**config.mk**
```make
export PLATFORM = sky130hd
export DESIGN_NAME = status_reporting_registers
export DESIGN_NICKNAME = d
export VERILOG_FILES = /design/src/core/status_pkg.sv /design/src/core/event_latch.sv /design/src/core/output_queue.sv /design/src/core/status_reporting_registers.sv
export SDC_FILE = /design/constraint.sdc
export NUM_CORES = 1
export LEC_CHECK = 0
export ABC_AREA = 1
export BUFFER_PORTS_ARGS = -buffer_cell sky130_fd_sc_hd__buf_2
export CAP_MARGIN = 20
export CORE_AREA = 2 2 158 160
export CTS_CLUSTER_SIZE = 25
export DETAILED_ROUTE_END_ITERATION = 8
export DIE_AREA = 0 0 160 162
export SETUP_SLACK_MARGIN = 0.1
export SLEW_MARGIN = 5
export SYNTH_ARGS = -nofsm -noshare
export SYNTH_HDL_FRONTEND = slang
export SYNTH_SLANG_ARGS = --single-unit
```
**constraint.sdc**
```tcl
create_clock -name CLOCK -period 2.24 [get_ports CLOCK]
set_clock_uncertainty 0.15 [all_clocks]
set_input_delay 0.112 -clock CLOCK [delete_from_list [all_inputs] [get_ports CLOCK]]
set_output_delay 0.112 -clock CLOCK [all_outputs]
set_load 0.005 [all_outputs]
```
**src/core/status_pkg.sv**
```systemverilog
// shared constants and carrier types for the status reporting registers
package status_pkg;
	localparam int MASK_W = 8;
	localparam int EVT_W = 8;
	localparam int LATCH_W = 16;
	localparam int VALUE_W = 16;
	localparam int STB_W = 8;
	localparam int QUEUE_DATA_W = 8;
	localparam int QUEUE_DEPTH_DEF = 16;
	localparam logic [VALUE_W-1:0] SRQ_MASK_MAX = 16'h00bf;
	localparam logic [VALUE_W-1:0] EVT_MASK_MAX = 16'h00ff;
	localparam int SRQ_UNUSED_BIT = 6;
	localparam int STB_MAV_BIT = 4;
	localparam int STB_ESB_BIT = 5;
	localparam int STB_MSS_BIT = 6;
	localparam logic [MASK_W-1:0] MASK_RESET = 8'h00;
	localparam logic [EVT_W-1:0] EVT_RESET = 8'h00;
	localparam logic [STB_W-1:0] STB_RESET = 8'h00;
	localparam logic [LATCH_W-EVT_W-1:0] LATCH_HIGH = 8'h00;

	typedef enum logic [2:0] {
		CMD_WR_SRQ_MASK,
		CMD_RD_SRQ_MASK,
		CMD_WR_EVT_MASK,
		CMD_RD_EVT_MASK,
		CMD_RD_EVENTS,
		CMD_RD_STATUS,
		CMD_CLEAR_STATUS,
		CMD_OP_COMPLETE
	} cmd_t;

	typedef struct packed {
		logic valid;
		cmd_t code;
		logic [VALUE_W-1:0] value;
	} cmd_req_t;

	typedef struct packed {
		logic valid;
		logic [VALUE_W-1:0] data;
	} rsp_t;

	// field order matches event bits 7 down to 0
	typedef struct packed {
		logic power_up_event;
		logic adapter_change_event;
		logic command_syntax_error;
		logic run_refused_error;
		logic device_fault_error;
		logic queue_read_error;
		logic spare_event;
		logic operation_done_event;
	} evt_t;
endpackage : status_pkg

```
**src/core/event_latch.sv**
```systemverilog
// sticky event bits, cleared as a whole, with set winning over clear
`timescale 1ns/1ps
`default_nettype none
module event_latch (
	// clock and reset
	input wire logic clk,
	input wire logic rst,
	// events and clear
	input wire status_pkg::evt_t set,
	input wire logic clear,
	// latched value
	output var status_pkg::evt_t value
);
	status_pkg::evt_t value_nxt;

	always_comb begin
		value_nxt = clear ? status_pkg::evt_t'(status_pkg::EVT_RESET) : value;
		value_nxt = value_nxt | set;
		// bit 1 has no event source and always reads zero
		value_nxt.spare_event = 1'b0;
	end

	always_ff @(posedge clk or posedge rst) begin
		if (rst) begin
			value <= status_pkg::evt_t'(status_pkg::EVT_RESET);
		end else begin
			value <= value_nxt;
		end
	end
endmodule : event_latch
`default_nettype wire

```
**src/core/output_queue.sv**
```systemverilog
// first-in first-out response queue with registered read port
`timescale 1ns/1ps
`default_nettype none
module output_queue #(
	parameter int WIDTH = status_pkg::QUEUE_DATA_W,
	parameter int DEPTH = status_pkg::QUEUE_DEPTH_DEF
) (
	// clock and reset
	input wire logic clk,
	input wire logic rst,
	// write side
	input wire logic wr_valid,
	input wire logic [WIDTH-1:0] wr_data,
	// read side
	input wire logic rd_req,
	output var logic rd_valid,
	output var logic [WIDTH-1:0] rd_data,
	// fill state
	output var logic empty,
	output var logic full
);
	localparam int AW = (DEPTH > 1) ? $clog2(DEPTH) : 1;
	localparam int CW = $clog2(DEPTH + 1);

	logic [WIDTH-1:0] mem [DEPTH];
	logic [AW-1:0] wr_ptr_r;
	logic [AW-1:0] rd_ptr_r;
	logic [CW-1:0] count_r;
	logic do_wr;
	logic do_rd;

	assign empty = (count_r == '0);
	assign full = (count_r == CW'(DEPTH));
	assign do_rd = rd_req && !empty;
	// a write into a full queue is lost unless a read frees a slot that cycle
	assign do_wr = wr_valid && (!full || do_rd);

	function automatic logic [AW-1:0] bump(input logic [AW-1:0] p);
		bump = (p == AW'(DEPTH - 1)) ? '0 : p + 1'b1;
	endfunction : bump

	always_ff @(posedge clk) begin
		if (do_wr) begin
			mem[wr_ptr_r] <= wr_data;
		end
	end

	always_ff @(posedge clk or posedge rst) begin
		if (rst) begin
			wr_ptr_r <= '0;
			rd_ptr_r <= '0;
			count_r <= '0;
		end else begin
			if (do_wr) begin
				wr_ptr_r <= bump(wr_ptr_r);
			end
			if (do_rd) begin
				rd_ptr_r <= bump(rd_ptr_r);
			end
			count_r <= count_r + CW'(do_wr) - CW'(do_rd);
		end
	end

	always_ff @(posedge clk or posedge rst) begin
		if (rst) begin
			rd_valid <= 1'b0;
			rd_data <= '0;
		end else begin
			rd_valid <= do_rd;
			if (do_rd) begin
				rd_data <= mem[rd_ptr_r];
			end
		end
	end
endmodule : output_queue
`default_nettype wire

```
**src/core/status_reporting_registers.sv**
```systemverilog
// status byte, service request and event masks, event latch and output queue
//
// Notes on behaviour
// - 8-bit service request mask enables status byte summaries toward service request.
// - service request mask reads back as a value, bit 6 always zero.
// - writing zero clears the mask; a clear mask never raises service request.
// - service request mask is zero after power-on.
// - event latch is sixteen bits, upper byte always zero.
// - event latch holds only the power-up bit 7 just after power-on and clears on every read.
// - bit 6 records any adapter plugged into or pulled from the front connector.
// - bit 5 records a malformed command or query.
// - bit 4 records a command refused by state or out-of-range parameter.
// - bit 3 records a device operation that failed, such as overload.
// - bit 2 records a queue read with nothing waiting, or lost queue data.
// - bit 0 records completion of pending operations after operation-complete command.
// - 8-bit event mask picks which latched events feed the event summary.
// - event mask is written by command, read back as value, zero clears it.
// - event mask is zero after power-on.
// - responses wait in a first-in first-out queue until read.
// - message-waiting summary tells whether the queue holds data.
// - output queue is empty after power-on.
// - status bit 5 follows any latched event that is also enabled.
// - status bit 4 is one while the queue holds data.
// - status bit 6 is one while an enabled summary bit is one.
`timescale 1ns/1ps
`default_nettype none
module status_reporting_registers #(
	parameter int QUEUE_DEPTH = status_pkg::QUEUE_DEPTH_DEF,
	parameter int DATA_W = status_pkg::QUEUE_DATA_W
) (
	// clock and reset
	input wire logic CLOCK,
	input wire logic RST,
	// common command port and its answer
	input wire status_pkg::cmd_req_t CMD,
	output var status_pkg::rsp_t RSP,
	// event sources on this clock
	input wire logic SYNTAX_ERR,
	input wire logic RUN_REFUSED,
	input wire logic DEVICE_FAULT,
	input wire logic OPS_BUSY,
	// front connector adapter sense pin
	input wire logic ADAPTER_SENSE,
	// output queue
	input wire logic Q_WR_VALID,
	input wire logic [DATA_W-1:0] Q_WR_DATA,
	input wire logic Q_RD_REQ,
	input wire logic RESP_PENDING,
	output var logic Q_RD_VALID,
	output var logic [DATA_W-1:0] Q_RD_DATA,
	// summaries
	output var logic [status_pkg::STB_W-1:0] STATUS_BYTE,
	output var logic SERVICE_REQ
);
	logic [status_pkg::MASK_W-1:0] srq_mask_r;
	logic [status_pkg::MASK_W-1:0] evt_mask_r;
	status_pkg::evt_t evt_r;
	status_pkg::evt_t evt_set;
	logic evt_clear;
	logic pon_pending_r;
	logic opc_armed_r;
	logic sense_q1;
	logic sense_q2;
	logic sense_q3;
	logic adapter_edge;
	logic q_empty;
	logic q_full;
	logic q_rd_err;
	logic q_lost;
	logic wr_srq;
	logic wr_evt;
	logic srq_bad;
	logic evt_bad;
	logic esb_nxt;
	logic mav_nxt;
	logic mss_nxt;
	logic [status_pkg::STB_W-1:0] stb_nxt;
	logic [status_pkg::VALUE_W-1:0] rsp_nxt;

	function automatic logic is_cmd(input status_pkg::cmd_req_t req, input status_pkg::cmd_t c);
		is_cmd = req.valid && (req.code == c);
	endfunction : is_cmd

	function automatic logic is_read(input status_pkg::cmd_req_t req);
		is_read = req.valid && (req.code inside {status_pkg::CMD_RD_SRQ_MASK,
			status_pkg::CMD_RD_EVT_MASK, status_pkg::CMD_RD_EVENTS,
			status_pkg::CMD_RD_STATUS});
	endfunction : is_read

	// mask writes
	assign wr_srq = is_cmd(CMD, status_pkg::CMD_WR_SRQ_MASK);
	assign wr_evt = is_cmd(CMD, status_pkg::CMD_WR_EVT_MASK);
	assign srq_bad = wr_srq && (CMD.value > status_pkg::SRQ_MASK_MAX);
	assign evt_bad = wr_evt && (CMD.value > status_pkg::EVT_MASK_MAX);

	always_ff @(posedge CLOCK or posedge RST) begin
		if (RST) begin
			srq_mask_r <= status_pkg::MASK_RESET;
		end else if (wr_srq && !srq_bad) begin
			srq_mask_r <= CMD.value[status_pkg::MASK_W-1:0];
			// values 64..127 are in range but the unused bit is never stored
			srq_mask_r[status_pkg::SRQ_UNUSED_BIT] <= 1'b0;
		end
	end

	always_ff @(posedge CLOCK or posedge RST) begin
		if (RST) begin
			evt_mask_r <= status_pkg::MASK_RESET;
		end else if (wr_evt && !evt_bad) begin
			evt_mask_r <= CMD.value[status_pkg::MASK_W-1:0];
		end
	end

	// adapter pin synchroniser; only the second and third stages feed logic
	always_ff @(posedge CLOCK or posedge RST) begin
		if (RST) begin
			sense_q1 <= 1'b0;
			sense_q2 <= 1'b0;
			sense_q3 <= 1'b0;
		end else begin
			sense_q1 <= ADAPTER_SENSE;
			sense_q2 <= sense_q1;
			sense_q3 <= sense_q2;
		end
	end
	// a pin already high at reset release reports as a connect event
	assign adapter_edge = sense_q2 ^ sense_q3;

	// power-on marker: held through reset, fires once just after release
	always_ff @(posedge CLOCK or posedge RST) begin
		if (RST) begin
			pon_pending_r <= 1'b1;
		end else begin
			pon_pending_r <= 1'b0;
		end
	end

	// operation-complete waits until the execution engine reports idle
	always_ff @(posedge CLOCK or posedge RST) begin
		if (RST) begin
			opc_armed_r <= 1'b0;
		end else if (is_cmd(CMD, status_pkg::CMD_OP_COMPLETE)) begin
			opc_armed_r <= 1'b1;
		end else if (opc_armed_r && !OPS_BUSY) begin
			opc_armed_r <= 1'b0;
		end else if (is_cmd(CMD, status_pkg::CMD_CLEAR_STATUS)) begin
			opc_armed_r <= 1'b0;
		end
	end

	// queue errors
	assign q_rd_err = Q_RD_REQ && q_empty && !RESP_PENDING;
	assign q_lost = Q_WR_VALID && q_full && !Q_RD_REQ;

	always_comb begin
		evt_set = status_pkg::evt_t'(status_pkg::EVT_RESET);
		evt_set.power_up_event = pon_pending_r;
		evt_set.adapter_change_event = adapter_edge;
		evt_set.command_syntax_error = SYNTAX_ERR;
		evt_set.run_refused_error = RUN_REFUSED || srq_bad || evt_bad;
		evt_set.device_fault_error = DEVICE_FAULT;
		evt_set.queue_read_error = q_rd_err || q_lost;
		evt_set.operation_done_event = opc_armed_r && !OPS_BUSY;
	end

	assign evt_clear = is_cmd(CMD, status_pkg::CMD_RD_EVENTS)
		|| is_cmd(CMD, status_pkg::CMD_CLEAR_STATUS);

	event_latch u_events (
		.clk(CLOCK),
		.rst(RST),
		.set(evt_set),
		.clear(evt_clear),
		.value(evt_r)
	);

	output_queue #(
		.WIDTH(DATA_W),
		.DEPTH(QUEUE_DEPTH)
	) u_queue (
		.clk(CLOCK),
		.rst(RST),
		.wr_valid(Q_WR_VALID),
		.wr_data(Q_WR_DATA),
		.rd_req(Q_RD_REQ),
		.rd_valid(Q_RD_VALID),
		.rd_data(Q_RD_DATA),
		.empty(q_empty),
		.full(q_full)
	);

	// summaries are recomputed every cycle and never latch
	always_comb begin
		esb_nxt = |(evt_r & evt_mask_r);
		mav_nxt = !q_empty;
		stb_nxt = status_pkg::STB_RESET;
		stb_nxt[status_pkg::STB_ESB_BIT] = esb_nxt;
		stb_nxt[status_pkg::STB_MAV_BIT] = mav_nxt;
		mss_nxt = |(stb_nxt & srq_mask_r);
		stb_nxt[status_pkg::STB_MSS_BIT] = mss_nxt;
	end

	always_ff @(posedge CLOCK or posedge RST) begin
		if (RST) begin
			STATUS_BYTE <= status_pkg::STB_RESET;
			SERVICE_REQ <= 1'b0;
		end else begin
			STATUS_BYTE <= stb_nxt;
			SERVICE_REQ <= mss_nxt;
		end
	end

	// read answers carry the value seen before any clear in the same cycle
	always_comb begin
		rsp_nxt = '0;
		if (CMD.valid) begin
			unique case (CMD.code)
				status_pkg::CMD_RD_SRQ_MASK: rsp_nxt = {8'h00, srq_mask_r};
				status_pkg::CMD_RD_EVT_MASK: rsp_nxt = {8'h00, evt_mask_r};
				status_pkg::CMD_RD_EVENTS: rsp_nxt = {status_pkg::LATCH_HIGH, evt_r};
				status_pkg::CMD_RD_STATUS: rsp_nxt = {8'h00, STATUS_BYTE};
				status_pkg::CMD_WR_SRQ_MASK,
				status_pkg::CMD_WR_EVT_MASK,
				status_pkg::CMD_CLEAR_STATUS,
				status_pkg::CMD_OP_COMPLETE: rsp_nxt = '0;
			endcase
		end
	end

	always_ff @(posedge CLOCK or posedge RST) begin
		if (RST) begin
			RSP <= '0;
		end else begin
			RSP.valid <= is_read(CMD);
			RSP.data <= rsp_nxt;
		end
	end

	// checks
	property p_srq_range;
		@(posedge CLOCK) disable iff (RST)
		srq_bad |=> (srq_mask_r == $past(srq_mask_r)) && evt_r.run_refused_error;
	endproperty
	a_srq_range: assert property (p_srq_range)
		else $error("out-of-range mask write was not refused");

	property p_srq_read;
		@(posedge CLOCK) disable iff (RST)
		is_cmd(CMD, status_pkg::CMD_RD_SRQ_MASK) |=> RSP.valid
			&& (RSP.data == {8'h00, $past(srq_mask_r)})
			&& !RSP.data[status_pkg::SRQ_UNUSED_BIT];
	endproperty
	a_srq_read: assert property (p_srq_read)
		else $error("service mask readback wrong");

	property p_srq_zero;
		@(posedge CLOCK) disable iff (RST)
		(srq_mask_r == status_pkg::MASK_RESET) |=> !SERVICE_REQ
			&& !STATUS_BYTE[status_pkg::STB_MSS_BIT];
	endproperty
	a_srq_zero: assert property (p_srq_zero)
		else $error("service request raised with clear mask");

	property p_events_read;
		@(posedge CLOCK) disable iff (RST)
		is_cmd(CMD, status_pkg::CMD_RD_EVENTS) |=> RSP.valid
			&& (RSP.data == {status_pkg::LATCH_HIGH, $past(evt_r)})
			&& (evt_r == ($past(evt_set) & ~status_pkg::evt_t'(8'h02)));
	endproperty
	a_events_read: assert property (p_events_read)
		else $error("event read did not return and clear the latch");

	property p_pon;
		@(posedge CLOCK) disable iff (RST)
		pon_pending_r |=> evt_r.power_up_event ##1 !pon_pending_r;
	endproperty
	a_pon: assert property (p_pon)
		else $error("power-up event missing");

	property p_adapter;
		@(posedge CLOCK) disable iff (RST)
		$changed(sense_q2) |-> adapter_edge ##1 evt_r.adapter_change_event;
	endproperty
	a_adapter: assert property (p_adapter)
		else $error("adapter change not latched");

	property p_opc;
		@(posedge CLOCK) disable iff (RST)
		(opc_armed_r && !OPS_BUSY) |=> evt_r.operation_done_event && !opc_armed_r;
	endproperty
	a_opc: assert property (p_opc)
		else $error("operation complete not reported");

	property p_queue_err;
		@(posedge CLOCK) disable iff (RST)
		(Q_RD_REQ && q_empty && !RESP_PENDING) |=> evt_r.queue_read_error && !Q_RD_VALID;
	endproperty
	a_queue_err: assert property (p_queue_err)
		else $error("empty queue read not flagged");

	property p_evt_write;
		@(posedge CLOCK) disable iff (RST)
		(wr_evt && !evt_bad) |=> evt_mask_r == $past(CMD.value[status_pkg::MASK_W-1:0]);
	endproperty
	a_evt_write: assert property (p_evt_write)
		else $error("event mask write lost");

	property p_esb;
		@(posedge CLOCK) disable iff (RST)
		1'b1 |=> STATUS_BYTE[status_pkg::STB_ESB_BIT] == |($past(evt_r) & $past(evt_mask_r));
	endproperty
	a_esb: assert property (p_esb)
		else $error("event summary bit wrong");

	property p_mav;
		@(posedge CLOCK) disable iff (RST)
		Q_WR_VALID && q_empty && !Q_RD_REQ |=> ##1 STATUS_BYTE[status_pkg::STB_MAV_BIT];
	endproperty
	a_mav: assert property (p_mav)
		else $error("message waiting bit not set after queue write");

	property p_mss;
		@(posedge CLOCK) disable iff (RST)
		1'b1 |=> SERVICE_REQ == STATUS_BYTE[status_pkg::STB_MSS_BIT]
			&& (SERVICE_REQ == |($past(stb_nxt) & $past(srq_mask_r)
				& ~(8'h01 << status_pkg::STB_MSS_BIT)));
	endproperty
	a_mss: assert property (p_mss)
		else $error("master summary wrong");
endmodule : status_reporting_registers
`default_nettype wire

```
### Word level (Yosys, flattened, before mapping)

Memory sizes are Yosys's and may differ from the RTL's. A register that Yosys moved wholly into a read port is not among the register bits.
Index checks and enable logic that the tools add are counted.

| storage, ports and cells | value |
|---|---|
| register bits after elaboration | 62 |
| RAM bits | 128 |
| memories | 1 |

| operators by class | value |
|---|---|
| add/sub/neg operators | 4 |
| $lt $le $gt $ge | 2 |
| equal/unequal tests | 10 |
| multiplexer cells | 10 |
| bitwise gates (word level) | 4 |
| reduce and logical (&&, ||, !) cells | 36 |

Memories:

| memory | words | bits a word | rd ports | clocked after memory_dff | wr ports | RTL line | source |
|---|---|---|---|---|---|---|---|
| u_queue.mem | 16 | 8 | 1 | 1 | 1 | output_queue.sv:25 | `logic [WIDTH-1:0] mem [DEPTH];` |

Operator list:

| operator | count |
|---|---|
| case mux 16 bit (5 select lines) | 1 |
| > comparator 16 x 8 -> 1 bit (second input constant) | 2 |
| logical AND 1 bit | 17 |
| 2-to-1 mux 16 bit | 1 |
| OR reduction 8 bit | 2 |
| == test 3 bit (second input constant) | 4 |
| adder 4 x 1 -> 4 bit (second input constant) | 2 |
| AND 6 x 8 -> 8 bit | 1 |
| AND 8 bit | 1 |
| == test 4 bit (second input constant) | 2 |
| 2-to-1 mux 4 bit | 2 |
| 2-to-1 mux 8 bit | 1 |
| OR 8 bit | 1 |
| logical NOT 1 bit | 7 |
| == test 3 x 2 -> 1 bit (second input constant) | 2 |
| adder 5 x 1 -> 5 bit | 1 |
| == test 5 bit (second input constant) | 1 |
| logical NOT 5 bit | 1 |
| logical OR 1 bit | 5 |
| 2-to-1 mux 1 bit | 5 |
| subtractor 5 x 1 -> 5 bit | 1 |
| nonzero test 4 bit | 1 |
| OR reduction 4 bit | 1 |
| == test 3 x 1 -> 1 bit (second input constant) | 1 |
| 3 further kinds | 3 |

### Logic depth before layout (Yosys ltp)

Gate-level depths: netlist (run 1).

| logic depth | value |
|---|---|
| depth after elaboration | 7 |
| gate-level depth with buffers | 14 |
| depth with buffers taken out | 13 |

### Hierarchy

Synthesis (run 1) repeated with hierarchy kept, for this count alone.

| second synthesis, totals | value |
|---|---|
| cell total of the unflattened synthesis | 861 |
| area total of the unflattened synthesis | 8476.9 µm² |

Modules (own cells, without submodules):

| module | times used | cells an instance | area each (µm²) | sequential area each (µm²) |
|---|---|---|---|---|
| output_queue | 1 | 625 | 6521.3 | 4394.2 |
| status_reporting_registers | 1 | 204 | 1682.9 | 802.0 |
| event_latch | 1 | 32 | 272.8 | 175.2 |

### Worst setup path after synthesis (run 1)

OpenSTA, ideal clock, no wires.

| timing | value |
|---|---|
| path kind | register -> register |
| start point | register u_queue.count_r[3] |
| end point | register u_queue.count_r[4] |
| arrival time | 2223 ps |
| required time | 2011 ps |
| path slack | -213 ps |
| cell stages (with the launch flop) | 15 |
| buffers on the path | 1 |
| cell sequence | dfrtp_1 -> inv_1 -> ha_1 -> nand3_1 -> nand2_1 -> inv_2 -> buf_2 -> nand2_1 -> o21ai_0 -> ha_1 -> fa_1 -> a21oi_1 -> nor2_1 -> nor2_1 -> xor2_1 |

| between the ends | value |
|---|---|
| cells in the longest elaborated chain, start to end | 7 |
| elaborated cells on any way between the ends | 9 |
| those cells by class | 2 x add/sub; 1 x eq/ne; 6 x reduce/logical |

Ends and longest elaborated chain:

| element | RTL line | source |
|---|---|---|
| start, declared | output_queue.sv:28 | `logic [CW-1:0] count_r;` |
| start signal, assigned | output_queue.sv:60 | `count_r <= count_r + CW'(do_wr) - CW'(do_rd);` |
| logical NOT 5 bit (*) | output_queue.sv:32 | `assign empty = (count_r == '0);` |
| logical NOT 1 bit (*) | -- |  |
| named net mav_nxt | status_reporting_registers.sv:75 | `logic mav_nxt;` |
| logical AND 1 bit (*) | output_queue.sv:34 | `assign do_rd = rd_req && !empty;` |
| logical OR 1 bit | output_queue.sv:36 | `assign do_wr = wr_valid && (!full \|\| do_rd);` |
| logical AND 1 bit | output_queue.sv:36 |  |
| adder 5 x 1 -> 5 bit | output_queue.sv:60 |  |
| subtractor 5 x 1 -> 5 bit (*) | output_queue.sv:60 |  |

Mark *: on every way through the listed nets, which the timed path passes. The rest lies on a longest branch.
A chain may end at the register's enable or synchronous reset.

### Worst setup path after layout (run 1)

| timing | value |
|---|---|
| start point | register u_queue.count_r[3] |
| end point | register u_queue.count_r[2] |

The elaborated chain is that of the path after synthesis.

==> impl_metrics.py, run 1 <==
metrics = {
    "outcome": {
        "run_status": "complete, but fails checks",
        "violations": "negative hold slack",
    },
    "clock_tree": {
        "numCtsBuffers": 17,
        "htreeDepth": 4,
        "cts-root-buf": "clkbuf_16",
        "cts_tree": "yes",
        "clkTransAtPathRegs_ns": 0.07,
        "cts_max_path_buffers": 2,
        "insertion_delay_ns": 0.43,
        "clock_sinks": 189,
    },
    "setup_path": {
        "reg2regPathDepth": 12,
        "cp_slowest_stage_delay_ns": 0.39,
        "crit_type": "flop to flop",
        "cp_top_family": "adder cells",
        "r2r-start": "u_queue.count_r[3]$_DFF_PP0_",
        "end_kind": "flop",
        "crit_chain": "inv_2 > ha_4 > nand3_2 > nand2_1 > inv_2 > nand2_4 > o21ai_2 > ha_4 > fa_2 > buf_4 > buf_4 > xor2_1",
        "cp_slowest_cell": "dfrtp_1",
        "crit_buf_inv": 4,
        "regToRegSetupSlack_ns": 0.15,
        "r2r_end": "u_queue.count_r[2]$_DFF_PP0_",
        "crit_path_max_fanout": 3,
        "arrival_ns": 2.26,
        "cp.required_ns": 2.41,
        "crit_path_start_kind": "flop",
    },
    "global_route": {
        "grt_pass1_wl_um": 29500,
        "grt_start_max_net_pins": 42,
        "antenna_found_initial": 0,
        "grt_use_total": 0.149,
        "grt_pass1_vias": 5476,
        "gr-total-overflow": 0,
    },
    "min_path": {
        "min_to": "u_queue.mem[8][4]$_DFFE_PP_",
        "hp-start": "Q_WR_DATA[4]",
        "worst_hold_path_type": "primary input to flop",
        "min_path_cells": 1,
    },
    "synthesis": {
        "synth_top_family_by_area": "simple AND/OR/NAND/NOR gates",
        "synth-seq-area-share": 0.641,
        "synth_compound_area_frac": 0.0511,
        "synth-simple-area-share": 0.192,
        "synth_common_cells": "202 x nand2_1, 128 x edfxtp_1, 116 x inv_1",
        "yosysUniqueCellTypes": 39,
        "postSynthAreaPerCell_um2": 10.3,
        "synthArstFlopShare": 0.323,
        "synth.top_cells.by_area": "edfxtp_1 46%, dfrtp_1 18%, nand2_1 9.0%",
        "ys.flop_type": "edfxtp_1",
        "synth_area_leader_cell": "edfxtp_1",
        "synth_top_area_frac": 0.459,
        "ys.warnings.count": 0,
        "synthAdderAreaFrac": 0.0173,
        "synth_edf_count": 128,
        "syn_area_um2": 8380,
        "yosys-mux-area-fraction": 0,
        "ys_seq_elements": 189,
        "yosys.cell_count.top_type": "nand2_1",
        "syn_inst": 816,
        "synth_xor_area_frac": 0.00836,
    },
    "drt": {
        "drc": 0,
        "vias": 5775,
        "wl_per_cell_um": 14.9,
        "first_pass_iters": 5,
        "wl_um": 18800,
        "drt_iter0_markers": 469,
        "vias_per_cell": 4.58,
        "postRouteAntennaNets": 0,
    },
    "flow_run": {
        "timing.max_cap.violations": 0,
    },
    "power": {
        "power.leakage_nw": 4.41,
        "ir_drop_mv": 0.650,
        "cellPowerDensity_nw_per_um2": 1050,
    },
    "floorplan": {
        "coreArea_um2": 24100,
        "io_pins": 73,
        "rows": 57,
        "die_x_um": 160,
        "dieArea_um2": 25900,
        "fp.dieH_um": 162,
        "start_util": 0.348,
    },
    "cells_and_area": {
        "layout.nets": 973,
        "final_area_um2": 10100,
        "drive_above_1_share": 0.187,
        "diodes": 0,
        "syn_to_final_growth_pct": 20.8,
        "post-route-util": 0.420,
        "nFillCells": 2292,
    },
    "timing": {
        "finalCriticalPeriod_ns": 2.09,
        "rsz0062_at_grt": "true",
        "hold_viol": 2,
        "fmax_mhz": 478,
        "worst_slack_ns": 0.149,
        "tightestPinTransition_ns": 0.599,
        "setup_violations": 0,
        "slew_headroom": 0.600,
        "fin_crit_sh": 0.933,
        "finalMaxSlewViolations": 0,
        "whs_ns": -0.000578,
    },
    "placed_design": {
        "placed_area_um2": 9100,
        "dpl.hpwl_um": 12800,
        "routabilityCongestion": 0.836,
        "portBuffers": 59,
        "place_ws_ns": -0.0850,
    },
}
state kept, by name, indices dropped and copies added (netlist names), 3 cells and up:
| signal | cells |
|---|---|
| u_queue.rd_ptr_r | 4 |
| evt_mask_r | 8 |
| u_queue.count_r | 5 |
| STATUS_BYTE | 3 |
| u_queue.wr_ptr_r | 4 |
| u_queue.rd_data | 8 |
| u_events.value | 7 |
| RSP | 9 |
| u_queue.mem | 128 |
| srq_mask_r | 7 |
metrics by stage:
step | TNS, ns | std cells | total power [W]
2_1_floorplan | -0.0390 | 829 | 0.00645
3_3_place_gp | -0.0507 | 1191 | 0.00745
3_5_place_dp | -0.0850 | 1191 | 0.00749
4_1_cts | 0 | 1257 | 0.0106
5_1_grt | 0 | 1261 | 0.0112
6_report | 0 | 1261 | 0.0106
worst max-delay path by stage:
stage,end,from,slack [ns],cells after the start
3_3_place_gp,u_queue.count_r[4]$_DFF_PP0_,u_queue.count_r[2]$_DFF_PP0_,-0.05,11
4_1_cts,u_queue.mem[8][5]$_DFFE_PP_,u_queue.count_r[3]$_DFF_PP0_,0.08,7
2_1_floorplan,u_queue.count_r[4]$_DFF_PP0_,u_queue.count_r[3]$_DFF_PP0_,-0.04,14
6_report,u_queue.count_r[2]$_DFF_PP0_,u_queue.count_r[3]$_DFF_PP0_,0.15,12
5_1_grt,u_queue.count_r[4]$_DFF_PP0_,u_queue.count_r[3]$_DFF_PP0_,0.03,13
3_5_place_dp,u_queue.count_r[4]$_DFF_PP0_,u_queue.count_r[3]$_DFF_PP0_,-0.09,11
timing repair:
action / 4_1_cts / 5_1_grt
hold endpoints to repair: 138 / 0
endpoints found under the setup margin: 81 / 91
buffers inserted: 3 / 4
resized for setup: 4 / 16
hold buffers: 31 / 0
pin swaps: 4 / 0
layout make-up:
| class | instances | area (um^2) | area share |
|---|---|---|---|
| Multi-Input combinational cell | 473 | 2390 | 0.236 |
| Clock inverter | 11 | 103 | 0.0101 |
| Sequential cell | 189 | 5370 | 0.531 |
| Tap cell | 324 | 405 | 0.0401 |
| Timing Repair Buffer | 119 | 888 | 0.0878 |
| Clock buffer | 21 | 493 | 0.0487 |
| Inverter | 124 | 470 | 0.0465 |
power breakdown:
part	internal [W]	switching [W]
combinational	0.00118	0.00199
clock	0.00170	0.00130
sequential	0.00417	0.000271
total	0.00705	0.00356
cell usage in the layout (no fill, tap or decap), types with 2 or more instances in the layout:
cell and n:
xor2_1 6, dfrtp_1 59, clkbuf_16 19, inv_2 6
nand2_1 201, nand3_2 2, ha_4 2, clkinv_2 3
xnor2_1 2, conb_1 14, a31oi_1 2, nor2_1 37
nand3_1 102, o21bai_1 3, buf_2 58, clkinv_4 2
o21ai_2 16, nand2_2 5, a21oi_1 25, inv_4 4
inv_1 113, edfxtp_1 128, o21ai_0 14, o22ai_1 4
buf_4 24, clkinv_1 3, nand4_1 4, nor2_2 13
dlygate4sd3_1 31, ha_1 8, o211ai_1 2, buf_12 5
layer usage:
layer / up-vias / global-route usage / share of wire
li1: 2845 / - / -
met1: 2740 / 0.197 / 0.45
met2: 168 / 0.246 / 0.49
met3: 22 / 0.0248 / 0.047
met4: 0 / 0.0586 / 0.019
met5: - / 0 / 0
worst reg2reg max path, stage by stage (launching register included):
cell     delay [ns]
dfrtp_1        0.39
inv_2          0.09
ha_4           0.14
nand3_2        0.07
nand2_1        0.08
inv_2          0.05
nand2_4        0.06
o21ai_2        0.07
ha_4           0.17
fa_2           0.35
buf_4          0.14
buf_4          0.12
xor2_1         0.13
kinds of logic after synthesis:
group                    Yosys count
AND/OR/NAND/NOR                  371
flip-flops                       189
buffers and inverters            167
AO/OA/AOI/OAI                     69
adder cells (fa/ha/maj)           11
XOR/XNOR                           8
other                              1
(Power assumes the default switching activity.)
==> run 2: changes to the inputs <==
--- a/config.mk
+++ b/config.mk
@@ -8,10 +8,10 @@
 export ABC_AREA = 1
 export BUFFER_PORTS_ARGS = -buffer_cell sky130_fd_sc_hd__buf_2
 export CAP_MARGIN = 20
-export CORE_AREA = 2 2 158 160
+export CORE_AREA = 2 2 145 175
 export CTS_CLUSTER_SIZE = 25
 export DETAILED_ROUTE_END_ITERATION = 8
-export DIE_AREA = 0 0 160 162
+export DIE_AREA = 0 0 147 177
 export SETUP_SLACK_MARGIN = 0.1
 export SLEW_MARGIN = 5
 export SYNTH_ARGS = -nofsm -noshare
==> run 2 against run 1 <==
Against the previous run:
- the flow now finishes without violations
- largest cell class unchanged
- combinational power is 4% lower
- non-clock buffer count is 7 lower
- largest power group unchanged
- via count is 0.52% lower
- hold slack better by 0.0076 ns
- sequential share of layout area is 0.56 points higher
- critical endpoint is now u_queue.count_r[4]$_DFF_PP0_
- worst setup slack worse by 0.098 ns
- critical path depth is 1 lower
- final area is 1.1% lower
- sequential power hardly changed
==> impl_metrics.py, run 2 (synthesis gave the netlist of run 1 again) <==
metrics = {
    "placed_design": {
        "place_ws_ns": -0.0770,
        "placed_cells": 1191,
        "portBuffers": 59,
        "routabilityCongestion": 0.853,
        "placed_area_um2": 9050,
        "dpl.hpwl_um": 12400,
    },
    "setup_path": {
        "regToRegSetupSlack_ns": 0.05,
        "crit_path_start_kind": "flop",
        "end_kind": "flop",
        "crit_path_max_fanout": 5,
        "arrival_ns": 2.40,
        "cp.required_ns": 2.46,
        "crit_type": "flop to flop",
    },
    "flow_run": {
        "timing.max_cap.violations": 0,
    },
    "cells_and_area": {
        "instances_no_fill": 1255,
        "top_regs": "u_queue.mem (128), RSP (9)",
        "syn_to_final_growth_pct": 19.5,
        "top_register": "u_queue.mem",
        "most-common-layout-cells": "199 x nand2_1, 128 x edfxtp_1, 114 x inv_1",
        "diodes": 0,
        "final_area_um2": 10000,
        "largest_reg_flops": 128,
        "layout.nets": 966,
        "final_common_cell": "nand2_1",
        "drive_above_1_share": 0.184,
    },
    "clock_tree": {
        "clock_sinks": 189,
        "cts_max_path_buffers": 2,
        "htreeDepth": 4,
        "insertion_delay_ns": 0.44,
        "cts_tree": "yes",
        "clkTransAtPathRegs_ns": 0.07,
        "cts-root-buf": "clkbuf_16",
        "numCtsBuffers": 17,
    },
    "min_path": {
        "worst_hold_path_type": "primary input to flop",
    },
    "global_route": {
        "gr-total-overflow": 0,
        "grt_use_total": 0.153,
        "grt_start_max_net_pins": 35,
        "antenna_found_initial": 0,
        "grt_pass1_vias": 5667,
        "grt_pass1_wl_um": 30200,
    },
    "floorplan": {
        "start_util": 0.343,
        "rows": 63,
        "io_pins": 73,
        "coreArea_um2": 24400,
        "dieArea_um2": 26000,
        "fp.dieH_um": 177,
        "die_x_um": 147,
    },
    "drt": {
        "postRouteAntennaNets": 0,
        "vias_per_cell": 4.58,
        "drc": 0,
        "drt_iter0_markers": 423,
        "vias": 5745,
        "wl_per_cell_um": 15.1,
        "wl_um": 18900,
        "first_pass_iters": 4,
    },
    "power": {
        "ir_drop_mv": 0.720,
        "cellPowerDensity_nw_per_um2": 1040,
        "power.leakage_nw": 4.35,
    },
    "timing": {
        "rsz0062_at_grt": "true",
        "finalCriticalPeriod_ns": 2.19,
        "worst_slack_ns": 0.0513,
        "hold_viol": 0,
        "fmax_mhz": 457,
        "fin_crit_sh": 0.977,
        "tightestPinTransition_ns": 0.536,
        "setup_tns_ns": 0,
        "finalMaxSlewViolations": 0,
        "setup_violations": 0,
        "slew_headroom": 0.642,
    },
    "outcome": {
        "run_status": "finished clean",
    },
}
## run 2: cell types whose count changed in the layout (fill, tap and decap cells not counted), moves of 2 or more
| cell | change |
|---|---|
| inv_8 | +2 |
| dlygate4sd3_1 | -2 |
| nor2_2 | -3 |
| nand2_2 | +2 |
| buf_12 | -4 |
| inv_4 | -2 |
| nand2_1 | -2 |
| nor2_4 | +2 |
| inv_6 | +3 |
| clkinv_2 | -2 |
## run 2: worst paths after layout
kind / from / endpoint / cells after the start
min: Q_WR_DATA[3] / u_queue.mem[10][3]$_DFFE_PP_ / 1
min reg2reg: sense_q1$_DFF_PP0_ / sense_q2$_DFF_PP0_ / 0
max: u_queue.count_r[3]$_DFF_PP0_ / u_queue.count_r[4]$_DFF_PP0_ / 11
max in group asynchronous: RST / u_queue.rd_ptr_r[0]$_DFFE_PP0P_ / 4
min in group asynchronous: RST / u_events.value[4]$_DFF_PP0_ / 3
max reg2reg: u_queue.count_r[3]$_DFF_PP0_ / u_queue.count_r[4]$_DFF_PP0_ / 11
## run 2: repair_timing
action                                  4_1_cts  5_1_grt
endpoints found under the setup margin       86       44
endpoints found under the hold margin       194        0
pin swaps                                     5        8
gates resized for setup                      11       12
buffers inserted                              1        2
hold buffers                                 29        0
## run 2: worst max-delay path, stage by stage (launching register included)
cell,delay [ns]
dfrtp_1,0.40
inv_2,0.09
ha_4,0.15
nand3_2,0.09
nand2_2,0.10
clkinv_2,0.10
ha_4,0.19
fa_2,0.38
a21oi_2,0.15
nor2_1,0.06
nor2_1,0.12
xor2_1,0.15
## run 2: power breakdown
part           internal [W]  leakage (nW)  switching [W]
Combinational       0.00104          2.16        0.00200
Clock               0.00153         0.284        0.00140
Sequential          0.00416          1.91       0.000242
## run 2: cell type report
| class | count | area (um^2) |
|---|---|---|
| clock buffers | 19 | 454 |
| clock inverters | 13 | 120 |
| fillers | 2385 | 14400 |
| inverters | 124 | 469 |
| multi-input cells | 473 | 2410 |
| flip-flops and latches | 189 | 5370 |
| well taps | 325 | 407 |
| repair buffers | 112 | 778 |
## run 2: stage by stage
step | power [W] | hold WS [ns] | util
3_3_place_gp | 0.00732 | 0.0347 | 0.370
6_report | 0.0104 | 0.00704 | 0.410
3_5_place_dp | 0.00737 | 0.0343 | 0.370
5_1_grt | 0.0110 | 0.00358 | 0.410
4_1_cts | 0.0104 | 0.00535 | 0.407
2_1_floorplan | 0.00645 | -0.00657 | -
## run 2: layer usage
metal	vias to the layer above	global-route usage	wire length (um)
met4	0	0.0617	483
met5	-	0	0
met1	2717	0.189	7940
met2	159	0.263	9690
met3	36	0.0296	810
li1	2833	-	-
